[src/include/updn_consts.svh]
// Constants for the reversible counter and its controlling end
`ifndef UPDN_CONSTS_SVH
`define UPDN_CONSTS_SVH

// Counter geometry
`define UPDN_COUNT_W        4
`define UPDN_TERM_DOWN      4'h0
`define UPDN_TERM_UP        4'hF
`define UPDN_COUNT_RST      4'h0

// Controller timing, in mclk cycles
`define UPDN_CLK_HALF_CYC   4
`define UPDN_LOAD_LOW_CYC   2
`define UPDN_RECOVER_CYC    2

`endif

[src/include/updn_pkg.sv]
// Types shared by both ends of the reversible counter
package updn_pkg;

  typedef enum logic [1:0] {
    MODE_HOLD = 2'b00,
    MODE_UP   = 2'b01,
    MODE_DOWN = 2'b10,
    MODE_LOAD = 2'b11
  } count_mode_t;

  typedef enum logic [1:0] {
    CTL_IDLE    = 2'b00,
    CTL_LOAD    = 2'b01,
    CTL_RECOVER = 2'b10,
    CTL_RUN     = 2'b11
  } ctl_state_t;

endpackage

[src/include/updn_if.sv]
// Pin bundle between the counter and its controlling logic
`timescale 1ns/1ps
`include "updn_consts.svh"

interface updn_if;
  logic                      count_clock;
  logic                      preset_load_n;
  logic [`UPDN_COUNT_W-1:0]  preset_value;
  logic                      count_enable_n;
  logic                      count_down;
  logic [`UPDN_COUNT_W-1:0]  count_value;
  logic                      terminal_flag;
  logic                      ripple_clock_n;

  modport device (
    input  count_clock,
    input  preset_load_n,
    input  preset_value,
    input  count_enable_n,
    input  count_down,
    output count_value,
    output terminal_flag,
    output ripple_clock_n
  );

  modport host (
    output count_clock,
    output preset_load_n,
    output preset_value,
    output count_enable_n,
    output count_down,
    input  count_value,
    input  terminal_flag,
    input  ripple_clock_n
  );
endinterface

[src/design/updn_control.sv]
// Controlling end: makes the count clock, enable, direction and presets
`timescale 1ns/1ps
`include "updn_consts.svh"

module updn_control #(
  parameter int COUNT_W    = `UPDN_COUNT_W,
  parameter int HALF_CYC   = `UPDN_CLK_HALF_CYC,
  parameter int LOAD_CYC   = `UPDN_LOAD_LOW_CYC,
  parameter int RECOV_CYC  = `UPDN_RECOVER_CYC
) (
  input  wire logic               mclk_i,
  input  wire logic               rst_i,
  updn_if.host                    pins,
  input  wire logic               run_i,
  input  wire logic               down_i,
  input  wire logic               carry_in_i,
  input  wire logic               load_req_i,
  input  wire logic [COUNT_W-1:0] load_value_i,
  output logic                    busy_o,
  output logic [COUNT_W-1:0]      count_o,
  output logic                    terminal_o
);

  // ---------------------------------------------------------------
  // Elaboration checks
  // ---------------------------------------------------------------
  if (COUNT_W != `UPDN_COUNT_W || HALF_CYC < 2 || HALF_CYC > 255 ||
      LOAD_CYC < 1 || LOAD_CYC > 255 || RECOV_CYC < 1 || RECOV_CYC > 255) begin : g_bad_param
    $error("updn_control: parameter out of range");
  end

  localparam logic [7:0] HALF_M1  = 8'(HALF_CYC - 1);
  localparam logic [7:0] LOAD_M1  = 8'(LOAD_CYC - 1);
  localparam logic [7:0] RECOV_M1 = 8'(RECOV_CYC - 1);

  // ---------------------------------------------------------------
  // Sequencer and count clock divider
  // ---------------------------------------------------------------
  updn_pkg::ctl_state_t state_ff;
  updn_pkg::ctl_state_t nxt_state;
  logic [7:0]           div_ff;
  logic [7:0]           nxt_div;
  logic [7:0]           wait_ff;
  logic [7:0]           nxt_wait;
  logic                 cclk_ff;
  logic                 nxt_cclk;
  logic                 pl_n_ff;
  logic                 nxt_pl_n;
  logic [COUNT_W-1:0]   pval_ff;
  logic [COUNT_W-1:0]   nxt_pval;
  logic                 ce_n_ff;
  logic                 nxt_ce_n;
  logic                 down_ff;
  logic                 nxt_down;
  logic                 fall_now;

  always_comb begin
    nxt_state = state_ff;
    nxt_wait  = wait_ff;
    nxt_pl_n  = pl_n_ff;
    nxt_pval  = pval_ff;
    nxt_div   = (div_ff == HALF_M1) ? 8'h00 : div_ff + 8'h01;
    nxt_cclk  = (div_ff == HALF_M1) ? ~cclk_ff : cclk_ff;
    fall_now  = (div_ff == HALF_M1) && cclk_ff;
    nxt_ce_n  = ce_n_ff;
    nxt_down  = down_ff;
    // Enable and direction move only at count clock fall: half a period of
    // setup before the next rise and of hold after the last.
    if (fall_now) begin
      // Enable term gated with preceding carry
      // Stopping this stage also silences its ripple clock
      nxt_ce_n = ~(run_i && carry_in_i && state_ff == updn_pkg::CTL_RUN);
      // Direction changes clear of the rise
      nxt_down = down_i;
    end
    unique case (state_ff)
      updn_pkg::CTL_IDLE,
      updn_pkg::CTL_RUN: begin
        if (load_req_i) begin
          nxt_state = updn_pkg::CTL_LOAD;
          nxt_pl_n  = 1'b0;
          nxt_pval  = load_value_i;
          nxt_wait  = LOAD_M1;
        end
      end
      updn_pkg::CTL_LOAD: begin
        if (wait_ff == 8'h00) begin
          nxt_state = updn_pkg::CTL_RECOVER;
          nxt_pl_n  = 1'b1;
          nxt_wait  = RECOV_M1;
        end else begin
          nxt_wait = wait_ff - 8'h01;
        end
      end
      updn_pkg::CTL_RECOVER: begin
        if (wait_ff == 8'h00) begin
          nxt_state = updn_pkg::CTL_RUN;
        end else begin
          nxt_wait = wait_ff - 8'h01;
        end
      end
    endcase
  end

  always_ff @(posedge mclk_i or posedge rst_i) begin
    if (rst_i) begin
      state_ff <= updn_pkg::CTL_IDLE;
      div_ff   <= 8'h00;
      wait_ff  <= 8'h00;
      cclk_ff  <= 1'b0;
      pl_n_ff  <= 1'b1;
      pval_ff  <= '0;
      ce_n_ff  <= 1'b1;
      down_ff  <= 1'b0;
    end else begin
      state_ff <= nxt_state;
      div_ff   <= nxt_div;
      wait_ff  <= nxt_wait;
      cclk_ff  <= nxt_cclk;
      pl_n_ff  <= nxt_pl_n;
      pval_ff  <= nxt_pval;
      ce_n_ff  <= nxt_ce_n;
      down_ff  <= nxt_down;
    end
  end

  // ---------------------------------------------------------------
  // Status sampling
  // ---------------------------------------------------------------
  logic [COUNT_W-1:0] count_ff;
  logic               term_ff;
  logic               busy_ff;

  // Terminal flag only sampled, never a clock
  always_ff @(posedge mclk_i or posedge rst_i) begin
    if (rst_i) begin
      count_ff <= '0;
      term_ff  <= 1'b0;
      busy_ff  <= 1'b0;
    end else begin
      count_ff <= pins.count_value;
      term_ff  <= pins.terminal_flag;
      busy_ff  <= (nxt_state == updn_pkg::CTL_LOAD) || (nxt_state == updn_pkg::CTL_RECOVER);
    end
  end

  // Low phase of HALF_CYC covers the device ripple delay
  assign pins.count_clock    = cclk_ff;
  assign pins.preset_load_n  = pl_n_ff;
  assign pins.preset_value   = pval_ff;
  assign pins.count_enable_n = ce_n_ff;
  assign pins.count_down     = down_ff;
  assign busy_o              = busy_ff;
  assign count_o             = count_ff;
  assign terminal_o          = term_ff;

endmodule

[src/flat_wrapper.sv]
// flat-port wrapper written by rule: the top's interface ports become plain ports
module updn_control_flat 
#(
  parameter int COUNT_W    = `UPDN_COUNT_W,
  parameter int HALF_CYC   = `UPDN_CLK_HALF_CYC,
  parameter int LOAD_CYC   = `UPDN_LOAD_LOW_CYC,
  parameter int RECOV_CYC  = `UPDN_RECOVER_CYC
)
  (mclk_i, rst_i, run_i, down_i, carry_in_i, load_req_i, load_value_i, busy_o, count_o, terminal_o, pins_count_clock, pins_preset_load_n, pins_preset_value, pins_count_enable_n, pins_count_down, pins_count_value, pins_terminal_flag, pins_ripple_clock_n);
  updn_if pins_i ();
  input  wire logic mclk_i;
  input  wire logic rst_i;
  input  wire logic run_i;
  input  wire logic down_i;
  input  wire logic carry_in_i;
  input  wire logic load_req_i;
  input  wire logic [COUNT_W-1:0] load_value_i;
  output logic busy_o;
  output logic [COUNT_W-1:0] count_o;
  output logic terminal_o;
  output wire logic [$bits(pins_i.count_clock)-1:0] pins_count_clock;
  output wire logic [$bits(pins_i.preset_load_n)-1:0] pins_preset_load_n;
  output wire logic [$bits(pins_i.preset_value)-1:0] pins_preset_value;
  output wire logic [$bits(pins_i.count_enable_n)-1:0] pins_count_enable_n;
  output wire logic [$bits(pins_i.count_down)-1:0] pins_count_down;
  input wire logic [$bits(pins_i.count_value)-1:0] pins_count_value;
  input wire logic [$bits(pins_i.terminal_flag)-1:0] pins_terminal_flag;
  input wire logic [$bits(pins_i.ripple_clock_n)-1:0] pins_ripple_clock_n;
  assign pins_count_clock = pins_i.count_clock;
  assign pins_preset_load_n = pins_i.preset_load_n;
  assign pins_preset_value = pins_i.preset_value;
  assign pins_count_enable_n = pins_i.count_enable_n;
  assign pins_count_down = pins_i.count_down;
  assign pins_i.count_value = pins_count_value;
  assign pins_i.terminal_flag = pins_terminal_flag;
  assign pins_i.ripple_clock_n = pins_ripple_clock_n;
  updn_control #(.COUNT_W(COUNT_W), .HALF_CYC(HALF_CYC), .LOAD_CYC(LOAD_CYC), .RECOV_CYC(RECOV_CYC)) u_core (.mclk_i(mclk_i), .rst_i(rst_i), .pins(pins_i), .run_i(run_i), .down_i(down_i), .carry_in_i(carry_in_i), .load_req_i(load_req_i), .load_value_i(load_value_i), .busy_o(busy_o), .count_o(count_o), .terminal_o(terminal_o));
endmodule
[config.mk]
export PLATFORM = sky130hd
export DESIGN_NAME = updn_control_flat
export DESIGN_NICKNAME = d
export VERILOG_FILES = /design/src/include/updn_pkg.sv /design/src/include/updn_if.sv /design/src/design/updn_control.sv /design/src/flat_wrapper.sv
export VERILOG_INCLUDE_DIRS = /design/src /design/src/include
export SDC_FILE = /design/constraint.sdc
export NUM_CORES = 1
export LEC_CHECK = 0
export ABC_AREA = 1
export BUFFER_PORTS_ARGS = -buffer_cell sky130_fd_sc_hd__buf_2
export CAP_MARGIN = 20
export CORE_MARGIN = 2
export CORE_UTILIZATION = 40
export CTS_CLUSTER_DIAMETER = 40
export DETAILED_ROUTE_END_ITERATION = 7
export PLACE_DENSITY = 0.69
export SYNTH_ARGS = -nofsm -noshare
export SYNTH_HDL_FRONTEND = slang
export SYNTH_SLANG_ARGS = --single-unit
[constraint.sdc]
create_clock -name mclk_i -period 2.2 [get_ports mclk_i]
set_clock_uncertainty 0.2 [all_clocks]
set_input_delay 0.11 -clock mclk_i [delete_from_list [all_inputs] [get_ports mclk_i]]
set_output_delay 0.11 -clock mclk_i [all_outputs]
set_load 0.02 [all_outputs]
==> results of run 1 <==
-- cells by family after synthesis --
logic type | share of synthesized area
AND/OR/NAND/NOR | 0.3025
buffers and inverters | 0.08879
flip-flops | 0.4831
AO/OA/AOI/OAI | 0.05192
adder cells (fa/ha/maj) | 0.05267
XOR/XNOR | 0.02107
-- sequential cells by signal, summed over array words and instances, names as in the netlist --
register                    flops
u_core.state_ff                 2
u_core.pins.count_down          1
u_core.div_ff                   8
u_core.pins.count_clock         1
u_core.terminal_o               1
u_core.pins.preset_value        4
u_core.busy_o                   1
u_core.wait_ff                  8
u_core.pins.count_enable_n      1
u_core.pins.preset_load_n       1
u_core.count_o                  4
-- power by group through the flow --
stage          registers, uW  clock network, uW  logic, uW
2_1_floorplan            885                  0        965
3_3_place_gp             819                  0       1250
3_5_place_dp             818                  0       1260
4_1_cts                  811                568       1280
5_1_grt                  832                585       1440
6_report                 810                547       1270
-- area by class of cell --
cell class | count | area share
Tap cell | 50 | 0.02969
Sequential cell | 32 | 0.3812
Inverter | 35 | 0.06473
Timing Repair Buffer | 43 | 0.1354
Multi-Input combinational cell | 125 | 0.3379
Clock inverter | 2 | 0.01663
Clock buffer | 6 | 0.03444
-- placed cells by master (no fill, tap or decap), types with 2 or more instances in the layout --
| master | instances |
|---|---|
| nor2_2 | 5 |
| xor2_1 | 3 |
| a21oi_2 | 3 |
| dfrtp_1 | 30 |
| dfstp_2 | 2 |
| dlygate4sd3_1 | 13 |
| or2_2 | 2 |
| nand2_1 | 49 |
| nand2_2 | 7 |
| nor2_1 | 9 |
| nand3_1 | 10 |
| clkbuf_8 | 5 |
| nand4_1 | 5 |
| buf_4 | 2 |
| buf_2 | 28 |
| inv_1 | 31 |
| o21ai_0 | 7 |
| ha_1 | 7 |
| nand2_4 | 3 |
| nor3_1 | 3 |
| inv_2 | 3 |
-- routing by layer --
metal,wire length [um],up-vias,global-route usage
met5,0,-,0
met4,38,0,0.06000
met3,133,5,0.04441
met2,1440,25,0.2656
met1,1347,603,0.1627
li1,-,690,-
-- worst min-delay path, delay by kind of cell --
family | cells | cell delay (ps)
buffers and inverters | 1 | 80
and+or+nand+nor | 3 | 290
-- per-stage QoR --
step	cells	worst slack [ps]	utilization	area [sq um]	power [uW]
after global placement	272	400.8	0.4673	1869	2068
after floorplan	193	473.7	-	1663	1850
after CTS	293	352.7	0.5267	2107	2662
after detailed placement	272	379.6	0.4673	1869	2083
after global routing	293	274.8	0.5267	2107	2854
final	293	380.6	0.5267	2107	2624
-- repair_timing --
item	4_1_cts	5_1_grt
setup buffers	0	0
hold buffers	13	0
setup endpoints to repair	0	0
resized for setup	0	0
endpoints found under the hold margin	41	0
-- final timing paths --
| check | startpoint | endpoint | cells after the start |
|---|---|---|---|
| worst max-delay path | u_core.state_ff[1] | u_core.pins.count_enable_n | 4 |
| worst min-delay path | load_req_i | u_core.pins.preset_load_n | 4 |
| worst max register to register | u_core.state_ff[1] | u_core.pins.count_enable_n | 4 |
| worst min register to register | u_core.pins.preset_load_n | u_core.pins.preset_load_n | 2 |
| max in group asynchronous | rst_i | u_core.pins.count_enable_n | 4 |
| min in group asynchronous | rst_i | u_core.div_ff[7] | 4 |
==> summary.md, run 1 <==
| Metric | Value |
|---|---|
| Initial DRT Pass Iterations | `3` |
| CP Max Fanout | `5` |
| DR iter-0 viols | `58` |
| Synth-to-Final Area Change | `26.71%` |
| Initial antenna violation count | `0` |
| Largest delay share family, worst path | `buffers and inverters` |
| Fin Hold WS | `33.66 ps` |
| Final hold violation count | `0` |
| Crit path DAT | `1810 ps` |
| CTS Sinks | `32` |
| GP Congestion | `0.8013` |
| FF+latch area | `803.3 sq um` |
| Die W | `68.48 um` |
| # rows | `23` |
| Kind of end point of the critical path | `flop` |
| GRT overflow | `0` |
| Net count after synthesis | `216` |
| Mapped Avg Cell Area | `8.616 sq um` |
| Clock Path Buffers | `2` |
| I/O Buffers | `28` |
| Area of the multi-input gates | `711.9 sq um` |
| Num ports | `30` |
| Antenna-violating nets left | `0` |
| Int Power | `1520 uW` |
| Yosys top cell area share | `0.4515` |
| Starting Density | `0.4157` |
| Most frequent cells after synthesis | `nand2_1, inv_1, dfrtp_1` |
| Filler cell count in the final layout | `373` |
| Warning count from the yosys run | `0` |
| WS Path Type | `flop to flop` |
| Critical Path Start Type | `flop` |
| Routed wire length | `2.960 mm` |
| Largest net degree at the start of global routing | `33` |
| Status | `complete, no violations` |
| Skew-Pair Late Insertion Delay | `280 ps` |
| Max Freq | `549.6 MHz` |
| ANT cells | `0` |
| Slew @ Worst Pin | `393.0 ps` |
| Max stage delay cell, worst path | `dlygate4sd3_1` |
| Setup TNS | `0 ps` |
| CTS root buffer | `clkbuf_8` |
| Distinct cells, synth | `31` |
| Switch Pwr | `1104 uW` |
| DIE HEIGHT | `68.48 um` |
| Share of layout cells above drive strength 1 | `0.2757` |
| H-tree depth | `2` |
| Max Transition Viols Final | `0` |
| Async set-reset flop share out of synthesis | `1.000` |
| Final setup violation count | `0` |
| Via count | `1323` |
| Slowest cell delay on critical path | `540 ps` |
| Core area | `0.004000 sq mm` |
| Yosys top cell by area | `dfrtp_1` |
| CTS tree | `done` |
| Cells after Synth | `193` |
| Nets | `265` |
| Main synth FF type | `dfrtp_1` |
| Final period utilization | `0.8270` |
| Reg2reg setup slack | `380 ps` |
| Power per cell area | `1245 mW/mm^2` |
| Leakage Power | `0.001160 uW` |
| Endpoint required time on the critical path | `2200 ps` |
| Top-count cell post-synth | `nand2_1` |
| Clock Power Share | `0.208` |
| WL/cell | `10.10 um` |
| Max cap viols | `0` |
| Worst min-delay path class | `primary input to flop` |
| Worst vdd ir | `0.0006475 V` |
| Vias in the first global route | `1289` |
| CTS Buf Count | `5` |
| Drt drc | `0` |
| Mapped Area | `0.001663 sq mm` |
| Hpwl dp | `2.148 mm` |
| Seq/Total Area, Yosys | `0.4831` |
| GRT Total Usage | `0.1487` |
| RSZ-0062 raised after global routing | `no` |
| Min Clock Period, post-route | `1819 ps` |
| CP bufs+invs | `1` |
| Die area | `0.004689 sq mm` |
| Via density | `4.515` |
| EDFF count, synth | `0` |
| Clock transition at the registers of the reported paths | `70 ps` |
| Sw Share | `0.4208` |
| Synthesized flop and latch total | `32` |
| Crit-path cells | `ha_1 -> and3_1 -> dlygate4sd3_1 -> o21ai_0` |
| Global-route wire length before repair | `5.154 mm` |
| Logic pwr share | `0.483` |
| Slew HR | `0.7380` |
| Synth area leaders | `dfrtp_1, nand2_1, inv_1` |
| Register share of total power | `0.309` |
Note: power is estimated with default switching activity, not from simulation.
==> run 2, diff against run 1 <==
==> constraint.sdc (replaced) <==
create_clock -name mclk_i -period 1.75 [get_ports mclk_i]
set_clock_uncertainty 0.2 [all_clocks]
set_input_delay 0.0875 -clock mclk_i [delete_from_list [all_inputs] [get_ports mclk_i]]
set_output_delay 0.0875 -clock mclk_i [all_outputs]
set_load 0.02 [all_outputs]
==> run 2 against run 1 <==
Compared with the run above: power increased by 29%; worst hold slack better by 200 ps; combinational power rose by 41%; non-clock buffer count increased by 7; via count increased by 2.0%; critical endpoint is now u_core.wait_ff[7]; final area rose by 3.1%; register-to-register slack got worse by 270 ps; routed wire length up 8.6%; final cell count up 2.4%; clock-buffer cell count is 1 lower; worst setup slack worse by 270 ps; global-route usage increased by 0.67 points.
==> summary.md, run 2 (synthesis gave the netlist of run 1 again) <==
| Metric | Value |
|---|---|
| Status | `complete, no violations` |
| Starting Density | `0.4157 (unchanged)` |
| Synth-to-Final Area Change | `30.62%` |
| Register share of total power | `0.301 (-0.008)` |
| Max Transition Viols Final | `0 (unchanged)` |
| Drt drc | `0 (unchanged)` |
| Slowest cell delay on critical path | `410 ps (-130 ps)` |
| H-tree depth | `2 (unchanged)` |
| Min Clock Period, post-route | `1644 ps (-175.7 ps)` |
| Core area | `0.004000 sq mm (unchanged)` |
| Crit-path cells | `ha_4 -> inv_1 -> or2_4 -> nand2_4 -> inv_6 -> nand2_2 -> nand2_1 -> inv_1 -> nor2_2` |
| Max cap viols | `0 (unchanged)` |
| I/O Buffers | `28 (unchanged)` |
| Endpoint required time on the critical path | `1740 ps (-460 ps)` |
| GRT overflow | `0 (unchanged)` |
| Global-route wire length before repair | `5.230 mm (+1.5%)` |
| GRT Total Usage | `0.1554 (+0.006680)` |
| Die area | `0.004689 sq mm (unchanged)` |
| Clock Power Share | `0.170 (-0.038)` |
| Fin worst setup slack | `106.3 ps (-274.3 ps)` |
| Die W | `68.48 um (unchanged)` |
| Clock transition at the registers of the reported paths | `70 ps (about the same)` |
| CP Max Fanout | `10 (+5)` |
| Final period utilization | `0.9392 (+0.1123)` |
| WL/cell | `10.72 um (+6.1%)` |
| Leakage Power | `0.001175 uW (+1.3%)` |
| Initial antenna violation count | `0 (unchanged)` |
| Fin Hold WS | `229.8 ps (+196.1 ps)` |
| Power per cell area | `1556 mW/mm^2 (+25%)` |
| Vias in the first global route | `1266 (-1.8%)` |
| DIE HEIGHT | `68.48 um (unchanged)` |
| Int Power | `1885 uW (+24%)` |
| Initial DRT Pass Iterations | `4 (+1)` |
| Place WS | `0.6752 ps (-378.9 ps)` |
| Clock Path Buffers | `2 (unchanged)` |
| Slew HR | `0.7411 (+0.003132)` |
| CP bufs+invs | `3 (+2)` |
| Num ports | `30 (unchanged)` |
| Filler cell count in the final layout | `377 (+1.1%)` |
| Max stage delay cell, worst path | `dfrtp_1` |
| Antenna-violating nets left | `0 (unchanged)` |
| Largest net degree at the start of global routing | `33 (unchanged)` |
| WS Path Type | `flop to flop` |
| Final setup violation count | `0 (unchanged)` |
| CTS tree | `done` |
| Crit path DAT | `1630 ps (-180 ps)` |
| Commonest non-fill, non-tap cell in the layout | `nand2_1` |
| Critical Path Start Type | `flop` |
| Post-CTS setup buffer count | `0 (unchanged)` |
| Nets | `272 (+2.6%)` |
| Worst vdd ir | `0.0008936 V (+38%)` |
| GP Congestion | `0.8268 (+3.2%)` |
| Via density | `4.497 (-0.41%)` |
| Skew-Pair Late Insertion Delay | `290 ps (about the same)` |
| CTS root buffer | `clkbuf_8` |
| Worst min-delay path class | `primary input to async pin` |
| Hpwl dp | `2.286 mm (+6.4%)` |
| Largest delay share family, worst path | `simple AND/OR/NAND/NOR gates` |
| Via count | `1349 (+2.0%)` |
| Routed wire length | `3.216 mm (+8.6%)` |
| CTS Sinks | `32 (unchanged)` |
| Most used cell, CP | `inv_1` |
| Slew @ Worst Pin | `388.3 ps (-4.699 ps)` |
| Max Freq | `608.4 MHz (+11%)` |
| Kind of end point of the critical path | `flop` |
| Switch Pwr | `1494 uW (+35%)` |
| Most frequent cells in the layout | `nand2_1, dfrtp_1, inv_1, buf_2, dlygate4sd3_1` |
| DR iter-0 viols | `61 (+5.2%)` |
| Share of layout cells above drive strength 1 | `0.3200 (+0.04428)` |
| Final hold violation count | `0 (unchanged)` |
| ANT cells | `0 (unchanged)` |
| # rows | `23 (unchanged)` |
| CTS Buf Count | `5 (unchanged)` |
| Sw Share | `0.4422 (+0.02143)` |
| Biggest registers after layout | `u_core.div_ff: 8 flops, u_core.wait_ff: 8 flops` |
| Logic pwr share | `0.529 (+0.046)` |
[run 2: power groups by stage]
stage	combinational [uW]	clock, uW	sequential [uW]
floorplan	1210	0	1110
global placement	1680	0	1020
detailed placement	1710	0	1030
CTS	1740	608	1010
global route	2050	641	1040
finish	1790	575	1020
[run 2: path summary, 6_finish.rpt]
| path | startpoint | slack [ps] | cells after the start | to |
|---|---|---|---|---|
| max | u_core.state_ff[1] | 110 | 9 | u_core.wait_ff[7] |
| min | rst_i | 230 | 4 | u_core.count_o[3] |
| max reg2reg | u_core.state_ff[1] | 110 | 9 | u_core.wait_ff[7] |
| min reg2reg | u_core.pins.preset_value[3] | 280 | 2 | u_core.pins.preset_value[3] |
| max in group asynchronous | rst_i | 800 | 4 | u_core.pins.count_enable_n |
| min in group mclk_i | pins_count_value[3] | 230 | 2 | u_core.count_o[3] |
[run 2: worst register-to-register path, delay by kind of cell, from the launching register on]
family | cells | cell delay, ps
buffers and inverters | 3 | 170
adders and majority gates | 1 | 280
and+or+nand+nor | 5 | 490
DFF | 1 | 410
[run 2: cell type report]
cell class	instances	area (sq um)	area share
repair buffers	50	344.1	0.1584
well taps	50	62.56	0.02880
clock inverters	3	23.77	0.01094
clock buffers	5	68.82	0.03168
inverters	35	136.4	0.06279
flip-flops and latches	32	803.3	0.3698
multi-input cells	125	733.2	0.3376
[run 2: timing repair]
action | CTS | global route
hold endpoints to repair | 44 | 0
gates resized for setup | 1 | 8
hold buffers | 14 | 0
endpoints found under the setup margin | 2 | 7
pin swaps | 0 | 2
[run 2: layer usage]
layer  wire length, um  vias to the layer above  global-route usage
met5                 0                        -                   0
li1                  -                      711                   -
met1              1417                      604              0.1641
met3               170                        6             0.06414
met2              1569                       28              0.2692
met4                59                        0             0.06750
[run 2: per-stage QoR]
step                instances  total power, uW    util  TNS [ps]  cell area [sq um]
global placement          278             2694  0.4786         0               1914
finish                    300             3379  0.5430         0               2172
detailed placement        278             2730  0.4786         0               1914
global route              300             3733  0.5430    -12.48               2172
floorplan                 193             2326       -         0               1663
CTS                       300             3363  0.5374         0               2150
